===== src/sbc_regs_pkg.sv =====
// Purpose: constants for the status register bank
// Assumes: 16-bit frames, address in frame bits 6:0, access mode in bit 7
// Notes: all offsets are 7-bit register addresses
package sbc_regs_pkg;
    localparam logic [6:0] ADDR_CYCLIC_TIMER_PERIOD = 7'h0c;
    localparam logic [6:0] ADDR_SCRATCH_CONFIG_BYTE = 7'h1e;
    localparam logic [6:0] ADDR_SUPPLY_FAULT_STATUS = 7'h41;
    localparam logic [6:0] ADDR_THERMAL_STATUS = 7'h42;
    localparam logic [6:0] ADDR_DEVICE_FAILURE_STATUS = 7'h43;

    localparam int FRAME_BITS = 16;
    localparam int MODE_BIT = 7;
    localparam int DATA_LSB = 8;

    localparam logic [2:0] PERIOD_RESET = 3'h0;
    localparam logic [2:0] PERIOD_RESERVED = 3'h7;
    localparam logic [7:0] SCRATCH_RESET = 8'h00;

    // supply fault byte layout
    localparam int SUP_POR_BIT = 7;
    localparam int SUP_LIN_UV_BIT = 6;
    localparam int SUP_MAIN_OV_BIT = 5;
    localparam int SUP_SEC_OT_BIT = 4;
    localparam int SUP_SEC_UV_BIT = 3;
    localparam int SUP_MAIN_SC_BIT = 2;
    localparam int SUP_MAIN_UV_BIT = 0;
    localparam logic [7:0] SUP_CLEAR_MASK = 8'hfd;

    // thermal byte layout
    localparam int TH_SEVERE_BIT = 2;
    localparam int TH_MODERATE_BIT = 1;
    localparam int TH_PREWARN_BIT = 0;
    localparam logic [7:0] TH_CLEAR_MASK = 8'h07;

    // device byte layout
    localparam int DEV_PREV_MSB = 7;
    localparam int DEV_PREV_LSB = 6;
    localparam int DEV_CLAMP_BIT = 5;
    localparam int DEV_FSI_BIT = 4;
    localparam int DEV_WDC_MSB = 3;
    localparam int DEV_WDC_LSB = 2;
    localparam int DEV_SPI_BIT = 1;
    localparam int DEV_FO_BIT = 0;

    localparam logic [1:0] PREV_CLEARED = 2'h0;
    localparam logic [1:0] PREV_RESTART = 2'h1;
    localparam logic [1:0] PREV_SLEEP_WAKE = 2'h2;
    localparam logic [1:0] WDC_ZERO = 2'h0;
    localparam logic [1:0] WDC_ONE = 2'h1;
    localparam logic [1:0] WDC_TWO = 2'h2;
endpackage : sbc_regs_pkg


===== src/sbc_sync2.sv =====
// Purpose: two-flop synchroniser for a bundle of asynchronous levels
// Assumes: inputs are slow levels
// Notes: first stage is read only by the second stage
`timescale 1ns/1ps
`default_nettype none
module sbc_sync2 #(
    parameter int WIDTH = 1
) (
    // clock and reset
    input wire logic i_mclk,
    input wire logic i_rst_n,
    // levels
    input wire logic [WIDTH-1:0] i_async,
    output logic [WIDTH-1:0] o_sync
);
    typedef struct packed {
        logic [WIDTH-1:0] meta;
        logic [WIDTH-1:0] sync;
    } sync_state_type;

    sync_state_type st_r;
    sync_state_type st_nxt;

    always_comb begin
        st_nxt.meta = i_async;
        st_nxt.sync = st_r.meta;
    end

    always_ff @(posedge i_mclk) begin
        if (!i_rst_n) begin
            st_r <= '0;
        end else begin
            st_r <= st_nxt;
        end
    end

    assign o_sync = st_r.sync;
endmodule : sbc_sync2
`default_nettype wire


===== src/sbc_frame_rx.sv =====
// Purpose: shift in one 16-bit frame
// Assumes: mode 0 framing, data captured on rising serial clock, msb first
// Notes: serial pins are sampled by i_mclk; link clock slower than 8 cycles
`timescale 1ns/1ps
`default_nettype none
module sbc_frame_rx (
    // clock and reset
    input wire logic i_mclk,
    input wire logic i_rst_n,
    // serial pins
    input wire logic i_sclk,
    input wire logic i_csn,
    input wire logic i_sdi,
    // frame out
    output logic o_frame_valid,
    output logic o_frame_bad,
    output logic [15:0] o_frame,
    // select edge, for reply loading
    output logic o_select_start,
    output logic o_sclk_fall,
    output logic o_selected
);
    typedef struct packed {
        logic sclk_d;
        logic csn_d;
        logic [15:0] shreg;
        logic [4:0] count;
        logic valid;
        logic bad;
        logic [15:0] frame;
    } rx_state_type;

    rx_state_type st_r;
    rx_state_type st_nxt;
    logic [2:0] pins_s;
    logic sclk_s;
    logic csn_s;
    logic sdi_s;

    sbc_sync2 #(.WIDTH(3)) u_pin_sync (
        .i_mclk(i_mclk),
        .i_rst_n(i_rst_n),
        // inverted: the sync reset state reads as deselected
        .i_async({i_sclk, ~i_csn, i_sdi}),
        .o_sync(pins_s)
    );

    assign sclk_s = pins_s[2];
    assign csn_s = ~pins_s[1];
    assign sdi_s = pins_s[0];

    always_comb begin
        st_nxt = st_r;
        st_nxt.sclk_d = sclk_s;
        st_nxt.csn_d = csn_s;
        st_nxt.valid = 1'b0;
        st_nxt.bad = 1'b0;
        if (st_r.csn_d && !csn_s) begin
            st_nxt.count = '0;
        end
        if (!csn_s && sclk_s && !st_r.sclk_d) begin
            st_nxt.shreg = {st_r.shreg[14:0], sdi_s};
            if (st_r.count != 5'h1f) begin
                st_nxt.count = st_r.count + 5'h01;
            end
        end
        // a frame of any other length is an invalid command
        if (!st_r.csn_d && csn_s) begin
            if (st_r.count == 5'h10) begin
                st_nxt.valid = 1'b1;
                st_nxt.frame = st_r.shreg;
            end else begin
                st_nxt.bad = 1'b1;
            end
        end
    end

    always_ff @(posedge i_mclk) begin
        if (!i_rst_n) begin
            st_r <= '{sclk_d: 1'b0, csn_d: 1'b1, default: '0};
        end else begin
            st_r <= st_nxt;
        end
    end

    assign o_frame_valid = st_r.valid;
    assign o_frame_bad = st_r.bad;
    assign o_frame = st_r.frame;
    assign o_select_start = st_r.csn_d & ~csn_s;
    assign o_sclk_fall = ~csn_s & ~sclk_s & st_r.sclk_d;
    assign o_selected = ~csn_s;
endmodule : sbc_frame_rx
`default_nettype wire


===== src/sbc_status_register_bank.sv =====
// Purpose: register group reached by 16-bit frames
// Assumes: event inputs are asynchronous levels; mode inputs are levels
// Notes: reply shifts out the addressed byte during the next frame
//
// Operation
// RULE_01: 3-bit cyclic period selector, reset zero
// RULE_02: reserved bits read zero, ignore writes
// RULE_03: scratch byte, read/write, unused internally
// RULE_04: scratch byte cleared only by power-on
// RULE_05: scratch writable in normal and stop mode
// RULE_06: 16-bit frame; status data byte ignored
// RULE_07: mode bit zero reads status unchanged
// RULE_08: mode bit one clears status byte
// RULE_09: data bits map to frame bits 8-15
// RULE_10: status flags stick until cleared
// RULE_11: supply fault byte bit layout
// RULE_12: main regulator off blocks short, undervoltage
// RULE_13: second regulator off blocks its flags
// RULE_14: all LINs wake/off blocks LIN undervoltage
// RULE_15: thermal byte layout; severe enters fail-safe
// RULE_16: previous-state field codes in bits 7:6
// RULE_17: reset pin clamped high sets bit 5
// RULE_18: fail-safe input pattern error sets bit 4
// RULE_19: watchdog failure counter, hardware-updated
// RULE_20: invalid command sets bit 1, not executed
// RULE_21: fail outputs active sets bit 0
// RULE_22: good watchdog trigger zeroes failure counter
// RULE_23: hardware set beats simultaneous clear
`timescale 1ns/1ps
`default_nettype none
module sbc_status_register_bank (
    // clock and resets
    input wire logic i_mclk,
    input wire logic i_rst_n,
    input wire logic i_soft_reset,
    input wire logic i_restart,
    // serial link pins
    input wire logic i_sclk,
    input wire logic i_csn,
    input wire logic i_sdi,
    output logic o_sdo,
    output logic o_sdo_oe,
    // chip mode and supply state
    input wire logic i_normal_mode,
    input wire logic i_stop_mode,
    input wire logic i_main_reg_on,
    input wire logic i_second_reg_on,
    input wire logic i_lins_quiet,
    input wire logic i_wake_from_sleep,
    // hardware events
    input wire logic i_power_on_event,
    input wire logic i_lin_supply_uv,
    input wire logic i_main_reg_ov,
    input wire logic i_second_reg_ot,
    input wire logic i_second_reg_uv,
    input wire logic i_main_reg_short,
    input wire logic i_main_reg_uv,
    input wire logic i_severe_thermal,
    input wire logic i_moderate_thermal,
    input wire logic i_thermal_prewarn,
    input wire logic i_reset_pin_clamped,
    input wire logic i_failsafe_input_error,
    input wire logic i_watchdog_fail,
    input wire logic i_watchdog_trigger_ok,
    input wire logic i_fail_outputs_on,
    // configuration and mode outputs
    output logic [2:0] o_cyclic_period_select,
    output logic o_enter_failsafe,
    output logic [1:0] o_fail_output_config
);
    typedef struct packed {
        logic [2:0] cyclic_period_select;
        logic [7:0] scratch_byte_field;
        logic [7:0] supply_fault;
        logic [2:0] thermal;
        logic [1:0] previous_state_field;
        logic reset_pin_clamped_flag;
        logic failsafe_input_error_flag;
        logic [1:0] watchdog_failure_counter;
        logic spi_invalid_flag;
        logic fail_outputs_active_flag;
        logic watchdog_failure_counter_d;
        logic [7:0] reply;
        logic [15:0] out_shreg;
        logic sdo;
        logic sdo_oe;
        logic enter_failsafe;
        logic [1:0] fo_config;
    } bank_state_type;

    bank_state_type st_r;
    bank_state_type st_nxt;

    logic [18:0] ev_s;
    logic frame_valid;
    logic frame_bad;
    logic [15:0] frame;
    logic select_start;
    logic sclk_fall;
    logic selected;
    logic [6:0] addr;
    logic clear_mode;
    logic [7:0] wdata;
    logic known_addr;
    logic [7:0] sup_set;
    logic [2:0] th_set;
    logic soft_rst_s;
    logic restart_s;
    logic watchdog_failure_counter_s;
    logic wd_ok_s;

    // supply levels and most events cross in through two flops; mode, wake and fail-output inputs are used directly
    sbc_sync2 #(.WIDTH(19)) u_event_sync (
        .i_mclk(i_mclk),
        .i_rst_n(i_rst_n),
        .i_async({i_soft_reset, i_restart, i_main_reg_on, i_second_reg_on,
                  i_lins_quiet, i_power_on_event, i_lin_supply_uv,
                  i_main_reg_ov, i_second_reg_ot, i_second_reg_uv,
                  i_main_reg_short, i_main_reg_uv, i_severe_thermal,
                  i_moderate_thermal, i_thermal_prewarn,
                  i_reset_pin_clamped, i_failsafe_input_error,
                  i_watchdog_fail, i_watchdog_trigger_ok}),
        .o_sync(ev_s)
    );

    sbc_frame_rx u_frame_rx (
        .i_mclk(i_mclk),
        .i_rst_n(i_rst_n),
        .i_sclk(i_sclk),
        .i_csn(i_csn),
        .i_sdi(i_sdi),
        .o_frame_valid(frame_valid),
        .o_frame_bad(frame_bad),
        .o_frame(frame),
        .o_select_start(select_start),
        .o_sclk_fall(sclk_fall),
        .o_selected(selected)
    );

    assign soft_rst_s = ev_s[18];
    assign restart_s = ev_s[17];
    assign watchdog_failure_counter_s = ev_s[1];
    assign wd_ok_s = ev_s[0];

    // frame fields: address low, mode bit 7, data in bits 15:8
    assign addr = frame[6:0]; // RULE_06
    assign clear_mode = frame[sbc_regs_pkg::MODE_BIT];
    assign wdata = frame[15:sbc_regs_pkg::DATA_LSB]; // RULE_09

    always_comb begin
        unique case (addr)
            sbc_regs_pkg::ADDR_CYCLIC_TIMER_PERIOD,
            sbc_regs_pkg::ADDR_SCRATCH_CONFIG_BYTE,
            sbc_regs_pkg::ADDR_SUPPLY_FAULT_STATUS,
            sbc_regs_pkg::ADDR_THERMAL_STATUS,
            sbc_regs_pkg::ADDR_DEVICE_FAILURE_STATUS: known_addr = 1'b1;
            default: known_addr = 1'b0;
        endcase
    end

    // event sets; main short/undervoltage and second-regulator flags suppressed while that regulator is off, LIN undervoltage while LINs quiet
    always_comb begin
        sup_set = '0;
        sup_set[sbc_regs_pkg::SUP_POR_BIT] = ev_s[13];
        sup_set[sbc_regs_pkg::SUP_LIN_UV_BIT] = ev_s[12] & ~ev_s[14]; // RULE_14
        sup_set[sbc_regs_pkg::SUP_MAIN_OV_BIT] = ev_s[11];
        sup_set[sbc_regs_pkg::SUP_SEC_OT_BIT] = ev_s[10] & ev_s[15]; // RULE_13
        sup_set[sbc_regs_pkg::SUP_SEC_UV_BIT] = ev_s[9] & ev_s[15]; // RULE_13
        sup_set[sbc_regs_pkg::SUP_MAIN_SC_BIT] = ev_s[8] & ev_s[16]; // RULE_12
        sup_set[sbc_regs_pkg::SUP_MAIN_UV_BIT] = ev_s[7] & ev_s[16]; // RULE_12
        th_set = {ev_s[6], ev_s[5], ev_s[4]}; // RULE_15
    end

    always_comb begin
        st_nxt = st_r;
        st_nxt.watchdog_failure_counter_d = watchdog_failure_counter_s;

        // register writes and clears, only on a well-formed frame
        if (frame_valid && known_addr) begin
            unique case (addr)
                sbc_regs_pkg::ADDR_CYCLIC_TIMER_PERIOD: begin
                    // reserved code and bits 7:3 are dropped
                    if (clear_mode &&
                        wdata[2:0] != sbc_regs_pkg::PERIOD_RESERVED) begin
                        st_nxt.cyclic_period_select = wdata[2:0]; // RULE_01 RULE_02
                    end
                end
                sbc_regs_pkg::ADDR_SCRATCH_CONFIG_BYTE: begin
                    if (clear_mode && (i_normal_mode || i_stop_mode)) begin
                        st_nxt.scratch_byte_field = wdata; // RULE_03 RULE_05
                    end
                end
                sbc_regs_pkg::ADDR_SUPPLY_FAULT_STATUS: begin
                    if (clear_mode) begin
                        st_nxt.supply_fault = '0; // RULE_08
                    end
                end
                sbc_regs_pkg::ADDR_THERMAL_STATUS: begin
                    if (clear_mode) begin
                        st_nxt.thermal = '0; // RULE_08
                    end
                end
                sbc_regs_pkg::ADDR_DEVICE_FAILURE_STATUS: begin
                    // counter is hardware owned and survives the clear
                    if (clear_mode) begin
                        st_nxt.previous_state_field = sbc_regs_pkg::PREV_CLEARED;
                        st_nxt.reset_pin_clamped_flag = 1'b0;
                        st_nxt.failsafe_input_error_flag = 1'b0;
                        st_nxt.spi_invalid_flag = 1'b0;
                        st_nxt.fail_outputs_active_flag = 1'b0; // RULE_08
                    end
                end
                default: begin
                end
            endcase
        end

        // sets come after clears so a simultaneous event wins
        st_nxt.supply_fault = (st_nxt.supply_fault | sup_set)
                              & sbc_regs_pkg::SUP_CLEAR_MASK; // RULE_10 RULE_11 RULE_23
        st_nxt.thermal = st_nxt.thermal | th_set; // RULE_10 RULE_23
        if (ev_s[3]) begin
            st_nxt.reset_pin_clamped_flag = 1'b1; // RULE_17 RULE_23
        end
        if (ev_s[2]) begin
            st_nxt.failsafe_input_error_flag = 1'b1; // RULE_18 RULE_23
        end
        if (frame_bad || (frame_valid && !known_addr)) begin
            st_nxt.spi_invalid_flag = 1'b1; // RULE_20 RULE_23
        end
        if (i_fail_outputs_on) begin
            st_nxt.fail_outputs_active_flag = 1'b1; // RULE_21 RULE_23
        end
        if (restart_s) begin
            st_nxt.previous_state_field = sbc_regs_pkg::PREV_RESTART; // RULE_16
        end else if (i_wake_from_sleep) begin
            st_nxt.previous_state_field = sbc_regs_pkg::PREV_SLEEP_WAKE; // RULE_16
        end

        // counter saturates at two; the unused code is never reached
        if (wd_ok_s) begin
            st_nxt.watchdog_failure_counter = sbc_regs_pkg::WDC_ZERO; // RULE_22
        end else if (watchdog_failure_counter_s && !st_r.watchdog_failure_counter_d &&
                     st_r.watchdog_failure_counter != sbc_regs_pkg::WDC_TWO) begin
            st_nxt.watchdog_failure_counter =
                st_r.watchdog_failure_counter + 2'h1; // RULE_19
        end
        unique case (st_nxt.watchdog_failure_counter)
            sbc_regs_pkg::WDC_ONE: st_nxt.fo_config = 2'h1; // RULE_19
            sbc_regs_pkg::WDC_TWO: st_nxt.fo_config = 2'h3; // RULE_19
            default: st_nxt.fo_config = 2'h0;
        endcase
        st_nxt.enter_failsafe = th_set[sbc_regs_pkg::TH_SEVERE_BIT]; // RULE_15

        // reply byte is captured from the state seen by this frame
        if (frame_valid) begin
            unique case (addr)
                sbc_regs_pkg::ADDR_CYCLIC_TIMER_PERIOD:
                    st_nxt.reply = {5'h00, st_r.cyclic_period_select}; // RULE_02
                sbc_regs_pkg::ADDR_SCRATCH_CONFIG_BYTE:
                    st_nxt.reply = st_r.scratch_byte_field;
                sbc_regs_pkg::ADDR_SUPPLY_FAULT_STATUS:
                    st_nxt.reply = st_r.supply_fault; // RULE_07
                sbc_regs_pkg::ADDR_THERMAL_STATUS:
                    st_nxt.reply = {5'h00, st_r.thermal}; // RULE_07
                sbc_regs_pkg::ADDR_DEVICE_FAILURE_STATUS:
                    st_nxt.reply = {st_r.previous_state_field,
                                    st_r.reset_pin_clamped_flag,
                                    st_r.failsafe_input_error_flag,
                                    st_r.watchdog_failure_counter,
                                    st_r.spi_invalid_flag,
                                    st_r.fail_outputs_active_flag}; // RULE_07
                default: st_nxt.reply = 8'h00;
            endcase
        end

        // out shift: reply byte first then supply fault byte, msb first
        st_nxt.sdo_oe = selected;
        if (select_start) begin
            st_nxt.out_shreg = {st_r.reply, st_r.supply_fault}; // RULE_09
            st_nxt.sdo = st_r.reply[7];
        end else if (sclk_fall) begin
            st_nxt.out_shreg = {st_r.out_shreg[14:0], 1'b0};
            st_nxt.sdo = st_r.out_shreg[14];
        end

        // soft reset reloads period, thermal, previous state and watchdog counter; scratch byte kept
        if (soft_rst_s) begin
            st_nxt.cyclic_period_select = sbc_regs_pkg::PERIOD_RESET; // RULE_01
            st_nxt.thermal = '0;
            st_nxt.previous_state_field = sbc_regs_pkg::PREV_CLEARED;
            st_nxt.watchdog_failure_counter = sbc_regs_pkg::WDC_ZERO;
            st_nxt.scratch_byte_field = st_r.scratch_byte_field; // RULE_04
        end
    end

    always_ff @(posedge i_mclk) begin
        if (!i_rst_n) begin
            st_r <= '0;
            st_r.scratch_byte_field <= sbc_regs_pkg::SCRATCH_RESET; // RULE_04
            st_r.supply_fault <= 8'h80;
        end else begin
            st_r <= st_nxt;
        end
    end

    assign o_sdo = st_r.sdo;
    assign o_sdo_oe = st_r.sdo_oe;
    assign o_cyclic_period_select = st_r.cyclic_period_select;
    assign o_enter_failsafe = st_r.enter_failsafe;
    assign o_fail_output_config = st_r.fo_config;
endmodule : sbc_status_register_bank
`default_nettype wire


===== config.mk =====
export PLATFORM = sky130hd
export DESIGN_NAME = sbc_status_register_bank
export DESIGN_NICKNAME = d
export VERILOG_FILES = /design/src/sbc_regs_pkg.sv /design/src/sbc_sync2.sv /design/src/sbc_frame_rx.sv /design/src/sbc_status_register_bank.sv
export SDC_FILE = /design/constraint.sdc
export NUM_CORES = 1
export LEC_CHECK = 0
export BUFFER_PORTS_ARGS = -buffer_cell sky130_fd_sc_hd__buf_2
export CAP_MARGIN = 25
export CORE_MARGIN = 1
export CORE_UTILIZATION = 50
export CTS_BUF_LIST = sky130_fd_sc_hd__clkbuf_4
export CTS_CLUSTER_DIAMETER = 60
export CTS_CLUSTER_SIZE = 28
export DETAILED_ROUTE_END_ITERATION = 10
export PLACE_DENSITY = 0.68
export SLEW_MARGIN = 20
export SYNTH_ARGS = -nofsm -noshare
export SYNTH_HDL_FRONTEND = slang
export SYNTH_SLANG_ARGS = --single-unit

===== constraint.sdc =====
create_clock -name i_mclk -period 2.1 [get_ports i_mclk]
set_input_delay 0.105 -clock i_mclk [delete_from_list [all_inputs] [get_ports i_mclk]]
set_output_delay 0.105 -clock i_mclk [all_outputs]
set_load 0.01 [all_outputs]

==> results of run 1 <==
[state kept, by name (all words and copies together), names as in the netlist]
signal and cells:
u_frame_rx.o_frame_bad 1, u_frame_rx.o_frame_valid 1, u_event_sync.st_nxt 19, o_sdo 1, st_r 50, u_frame_rx.u_pin_sync.st_nxt 3
u_event_sync.o_sync 19, u_frame_rx.o_frame 16, o_sdo_oe 1, o_cyclic_period_select 3, u_frame_rx.st_r 23, o_fail_output_config 2
u_frame_rx.u_pin_sync.o_sync 3, o_enter_failsafe 1
[cell type report]
class / count / area [um^2] / area share
Tap cell: 133 / 166 / 0.0279
Sequential cell: 143 / 2860 / 0.481
Clock buffer: 17 / 128 / 0.0214
Timing Repair Buffer: 70 / 513 / 0.0861
Multi-Input combinational cell: 339 / 2110 / 0.355
Clock inverter: 15 / 150 / 0.0252
Inverter: 6 / 22.5 / 0.00378
[synth_stat cells (4+ instances only)]
cell and n:
a31oi_1 5, o21ai_0 7, buf_2 4, mux2i_1 38
a22oi_1 9, buf_4 8, nor3b_1 4, clkbuf_1 22
a211oi_1 16, a22o_1 5, a21oi_1 36, nor2_1 63
nor2b_1 4, a221o_1 5, inv_1 6, dfxtp_1 143
and2_1 51, nand2_1 43, ha_1 5, nand3_1 13
[final timing paths]
kind / slack (ns) / endpoint / cells past startpoint
max: 0.20 / u_frame_rx.st_r[21]$_SDFF_PN0_ / 6
min: 0.26 / u_frame_rx.u_pin_sync.st_nxt[1]$_SDFF_PN0_ / 3
max reg2reg: 0.20 / u_frame_rx.st_r[21]$_SDFF_PN0_ / 6
min reg2reg: 0.44 / st_r[48]$_SDFF_PN1_ / 1
[layout by cell type, fill, tap and decap left out, drive strengths merged, types with 2 or more instances in the layout]
cell type | Yosys | final
dfxtp | 143 | 143
nor2 | 63 | 63
and2 | 51 | 51
buf | 14 | 45
nand2 | 43 | 43
mux2i | 38 | 38
a21oi | 36 | 36
dlygate4sd3 | 0 | 25
clkbuf | 22 | 17
a211oi | 16 | 16
inv | 6 | 14
nand3 | 13 | 13
a22oi | 9 | 9
o21ai | 7 | 7
a22o | 5 | 5
a221o | 5 | 5
a31oi | 5 | 5
ha | 5 | 5
nor3b | 4 | 4
nor2b | 4 | 4
nand4 | 3 | 3
nand3b | 3 | 3
nor3 | 3 | 3
mux2 | 3 | 3
clkinvlp | 0 | 3
nor4 | 3 | 3
clkinv | 0 | 3
and3 | 2 | 2
nand2b | 2 | 2
nand4bb | 2 | 2
o32a | 2 | 2
or3 | 2 | 2
[cells by family after synthesis]
family	count (synthesis)	share of synthesized area
AO/OA/AOI/OAI	89	0.113
XOR/XNOR	1	0.00169
adder cells (fa/ha/maj)	5	0.0121
buffers and inverters	42	0.0401
flip-flops	143	0.553
multiplexers	41	0.0800
AND/OR/NAND/NOR	203	0.201
[timing repair]
action	CTS	global route
resized for setup	0	1
hold endpoints to repair	29	0
hold buffers	25	0
endpoints found under the setup margin	0	1
[routing by layer]
layer,GRT usage,vias to the layer above,share of wire
met2,0.316,65,0.47
met3,0.0485,7,0.035
met5,0,-,0
met1,0.263,1753,0.49
met4,0.0704,0,0.0092
li1,-,1909,-
[power breakdown]
part           internal [mW]  switching [mW]
clock                  0.625            1.05
sequential              2.78          0.0318
combinational          0.108          0.0989
[per-stage QoR]
step | setup WS [ns] | utilization | area (um^2)
after global placement | 0.272 | 0.547 | 5420
after global routing | 0.0426 | 0.601 | 5960
final | 0.196 | 0.601 | 5960
after detailed placement | 0.165 | 0.547 | 5420
after CTS | 0.146 | 0.601 | 5950
after floorplan | 0.330 | - | 5180
[worst register-to-register path: cells and delay by family, from the launching register on]
kind	cells	cell delay [ns]
fa+ha+maj	2	0.44
simple gates	3	0.89
compound gates	1	0.15
flops	1	0.36
==> impl_metrics.yaml, run 1 <==
run_status:
  status: "finished, final reports clean"
global_route:
  grt_pass1_vias: 3559
  grt_pass1_wl_um: 17000
  grt_max_degree: 77
  grt_overflow: 0
  antenna_found_initial: 0
  grtUsageTotal: 0.199
synthesis:
  synth-warning-count: 0
  async_reset_ff_frac: 0
  synth_area_mm2: 0.00518
  synth_ff_type: "dfxtp_1"
  synth_nets: 557
  synth.largest_area_cell: "dfxtp_1"
  synth_cell_types: 44
  synth_top_area_share: 0.553
  synth_edf_count: 0
  syn_avg_cell_area_um2: 9.88
  ys_top_cells_by_area: "dfxtp_1 55%, mux2i_1 7.3%, and2_1 6.2%"
  yosysSeqAreaShare: 0.553
  ys_seq_elements: 143
  netlist_instances: 524
place:
  placed_cells: 666
  gp_congestion: 0.818
  dp_hpwl_um: 6620
  port_buffers: 35
sta:
  holdWs_ns: 0.263
  setup_tns_ns: 0
  fin_skew_ns: 0.0162
  max-slew-margin-rel: 0.521
  rsz0062_at_grt: "false"
  setup_viol: 0
  fin_crit_sh: 0.907
  final.min_clock_period_ns: 1.90
  max_freq_mhz: 525
  final_hold_viol_count: 0
  tightest_slew_ns: 0.712
  report.final.slew_viol_count: 0
setup_path:
  crit_buf_inv: 0
  start_kind: "flip-flop"
  crit_fanout: 7
  slowest_delay_ns: 0.39
  crit_chain: "ha_1 > and3_1 > ha_1 > nand4bb_2 > or3_1 > a31oi_1"
  r2r_start: "u_frame_rx.st_r[18]$_SDFF_PN0_"
  endpoint_kind: "flip-flop"
  crit_start: "u_frame_rx.st_r[18]$_SDFF_PN0_"
  crit_family: "simple AND/OR/NAND/NOR gates"
  crit_type: "reg2reg"
  cp_slowest_cell: "or3_1"
  critPathArrivalTime_ns: 2.35
  path_common_cell: "ha_1"
  cp.required_ns: 2.54
final_layout:
  nets: 610
  insertedDiodeCount: 0
  syn_to_final_growth_pct: 15.0
  layout-drive-gt1-share: 0.147
  stdcell_count: 723
  fill_cells: 880
pwr:
  power_mw: 4.69
  pwr_density_cell_mw_per_mm2: 788
  p_leak_nw: 2.50
  ir_drop_uv: 466
route:
  ant_nets: 0
  drt_iter0_drc: 167
  via_count: 3734
  wl_per_cell_um: 13.7
  dr.pass1.iters: 5
  drc_errors: 0
  routed_wl_um: 9900
  routed_via_density: 5.16
floorplan:
  fp.dieH_um: 104
  start_util: 0.523
  die_w_um: 104
  ios: 36
  dieArea_mm2: 0.0108
  rows: 36
  core_mm2: 0.00991
run:
  cap_violations: 0
worst_hold_path:
  hp-start: "i_csn"
  worstHoldPathType: "in2reg"
cts:
  numCtsBuffers: 17
  cts.path.max_buffers: 2
  root_buffer: "clkbuf_4"
  htree_num_levels: 4
  cts_tree: "done"
  clkTransAtPathRegs_ns: 0.12
  postCtsSetupRepairBufs: 0
  clk_latency_ns: 0.52
  cts_sinks: 143
Power figures use the tool's default switching activity.
==> inputs of run 2 (changes only) <==
--- a/config.mk
+++ b/config.mk
@@ -17,4 +17,5 @@
 export SLEW_MARGIN = 20
 export SYNTH_ARGS = -nofsm -noshare
 export SYNTH_HDL_FRONTEND = slang
+export SYNTH_HIERARCHICAL = 1
 export SYNTH_SLANG_ARGS = --single-unit
==> run 2 against run 1 <==
Critical endpoint is now u_frame_rx/st_r[20]$_SDFF_PN0_. Flip-flop and latch count unchanged. Combinational power shrank 3%. Final area up 3.2%. Maximum frequency down 0.25%. Non-clock buffer count increased by 4. Sequential share of layout area is 1.5 points lower. Largest cell class unchanged. Count of clock-buffer cells in the layout unchanged. Worst hold slack got worse by 0.0042 ns. Synthesized cell count rose by 12%. Global-route usage is 0.55 points lower.
==> impl_metrics.yaml, run 2 <==
run_status:
  status: "finished, final reports clean"
setup_path:
  crit_fanout: 4
  cp.required_ns: 2.54
  r2r-end: "u_frame_rx/st_r[20]$_SDFF_PN0_"
  rr_worst_depth: 6
  crit_buf_inv: 0
  cp_slowest_cell: "dfxtp_1"
  critPathArrivalTime_ns: 2.35
  crit_type: "reg2reg"
  crit_chain: "ha_1 > and3_1 > ha_1 > nand4bb_2 > mux2_4 > a211oi_2"
  path_common_cell: "ha_1"
  r2r_start: "u_frame_rx/st_r[18]$_SDFF_PN0_"
  crit_family: "simple AND/OR/NAND/NOR gates"
  slowest_delay_ns: 0.36
  start_kind: "flip-flop"
  r2r_slack_ns: 0.19
  endpoint_kind: "flip-flop"
cts:
  numCtsBuffers: 17
  cts_sinks: 143
  postCtsSetupRepairBufs: 0
  cts_tree: "done"
  clk_latency_ns: 0.51
  root_buffer: "clkbuf_4"
  cts.path.max_buffers: 2
  clkTransAtPathRegs_ns: 0.12
  htree_num_levels: 4
final_layout:
  syn_to_final_growth_pct: 11.0
  nets: 654
  final_common_cell: "dfxtp_1"
  largest_reg_flops: 50
  insertedDiodeCount: 0
  reg_top3: "st_r (50), u_frame_rx/st_r (23)"
  regMostFlops: "st_r"
  layout-drive-gt1-share: 0.159
  layout_common_cells: "143 x dfxtp_1, 67 x nand2_1, 63 x a21oi_1, 51 x and2_1, 47 x nor2_1"
pwr:
  ir_drop_uv: 673
  pwr_density_cell_mw_per_mm2: 746
  p_leak_nw: 2.30
  power_mw: 4.58
sta:
  setup_viol: 0
  fin_crit_sh: 0.909
  rsz0062_at_grt: "false"
  setup_tns_ns: 0
  fin_skew_ns: 0.0119
  max-slew-margin-rel: 0.572
  report.final.slew_viol_count: 0
  final.min_clock_period_ns: 1.91
  final_hold_viol_count: 0
  max_freq_mhz: 524
  tightest_slew_ns: 0.642
global_route:
  antenna_found_initial: 0
  grt_max_degree: 40
  grt_overflow: 0
  grtUsageTotal: 0.193
  grt_pass1_wl_um: 17300
  grt_pass1_vias: 3739
route:
  wl_per_cell_um: 13.0
  routed_wl_um: 10000
  dr.pass1.iters: 4
  routed_via_density: 5.07
  drc_errors: 0
  via_count: 3924
  drt_iter0_drc: 169
  ant_nets: 0
place:
  port_buffers: 35
  gp_congestion: 0.770
  dp_hpwl_um: 6850
floorplan:
  rows: 38
  die_w_um: 107
  ios: 36
  start_util: 0.513
  core_mm2: 0.0108
  fp.dieH_um: 107
  dieArea_mm2: 0.0115
worst_hold_path:
  worstHoldPathType: "in2reg"
  whs_endpoint: "st_r[49]$_SDFFE_PN0P_"
  min_path_cells: 5
  hp-start: "i_normal_mode"
synthesis:
  synth_area_mm2: 0.00554
  yosysSeqAreaShare: 0.517
  ys_seq_elements: 143
  synth-warning-count: 6
  synth_ff_type: "dfxtp_1"
  synth_nets: 620
  synthTopCellsByCount: "143 x dfxtp_1, 67 x nand2_1, 63 x a21oi_1"
  synth.largest_area_cell: "dfxtp_1"
  async_reset_ff_frac: 0
  ys_top_cells_by_area: "dfxtp_1 52%, and2_1 5.8%, a21oi_1 5.7%"
  synth_cell_types: 55
  synth_edf_count: 0
  syn_avg_cell_area_um2: 9.43
  yosys.cell_count.top_type: "dfxtp_1"
  synth_top_area_share: 0.517
  netlist_instances: 587
run:
  cap_violations: 0
==> run 2: worst reg2reg max path: stages, from the launching register on <==
cell and delay [ns]:
dfxtp_1 0.36, ha_1 0.23, and3_1 0.20, ha_1 0.20, nand4bb_2 0.31, mux2_4 0.34, a211oi_2 0.20
==> run 2: cell type report <==
type	count	area (um^2)
Fill cell	950	4650
Sequential cell	143	2860
Multi-Input combinational cell	376	2280
Timing Repair Buffer	74	531
Tap cell	140	175
Clock inverter	15	135
Clock buffer	17	128
Inverter	9	33.8
==> run 2: how the worst max path moves through the flow <==
stage / slack (ns) / cells after the start / from / end
6_report: 0.19 / 6 / u_frame_rx/st_r[18]$_SDFF_PN0_ / u_frame_rx/st_r[20]$_SDFF_PN0_
5_1_grt: 0.06 / 4 / u_frame_rx/o_frame[4]$_SDFFE_PN0P_ / st_r[31]$_SDFFE_PN0P_
4_1_cts: 0.11 / 4 / u_frame_rx/o_frame[4]$_SDFFE_PN0P_ / st_r[39]$_SDFF_PP0_
3_5_place_dp: 0.12 / 4 / u_frame_rx/o_frame[4]$_SDFFE_PN0P_ / st_r[40]$_SDFF_PP0_
3_3_place_gp: 0.22 / 4 / u_frame_rx/o_frame[4]$_SDFFE_PN0P_ / st_r[36]$_SDFFE_PP0P_
2_1_floorplan: 0.06 / 7 / u_frame_rx/o_frame[4]$_SDFFE_PN0P_ / st_r[31]$_SDFFE_PN0P_
==> run 2: through the flow <==
stage / worst slack [ns] / utilization / cells / area [um^2] / hold slack (ns)
6_report: 0.191 / 0.569 / 774 / 6140 / 0.259
5_1_grt: 0.0603 / 0.569 / 774 / 6140 / 0.226
4_1_cts: 0.110 / 0.569 / 774 / 6140 / 0.244
3_5_place_dp: 0.123 / 0.521 / 717 / 5630 / 0.312
3_3_place_gp: 0.216 / 0.521 / 717 / 5630 / 0.306
2_1_floorplan: 0.0632 / - / 587 / 5540 / 0.174
==> run 2: kinds of logic after synthesis <==
group,count (synthesis),synth area share
adders and majority gates,5,0.0113
buffers and inverters,68,0.0732
xor gates and xnor gates,2,0.00317
AOI/OAI and AO/OA,117,0.122
and+or+nand+nor,217,0.208
muxes,35,0.0658
DFF,143,0.517
==> run 2: power breakdown <==
group | internal [mW] | switching [mW] | total (mW)
Sequential | 2.77 | 0.0276 | 2.80
Clock | 0.603 | 0.982 | 1.58
Combinational | 0.0999 | 0.101 | 0.201
Total | 3.47 | 1.11 | 4.58
==> run 2: routing by layer <==
layer  up-vias  global-route usage  share of wire
met1      1827               0.245           0.48
met5         -                   0              0
li1       2042                   -              -
met2        50               0.314           0.48
met3         5              0.0529          0.032
met4         0              0.0695         0.0080
==> run 2: timing repair <==
| action | in CTS | in global routing |
|---|---|---|
| hold endpoints to repair | 26 | 0 |
| endpoints found under the setup margin | 0 | 3 |
| resized for setup | 0 | 1 |
| hold buffers | 25 | 0 |
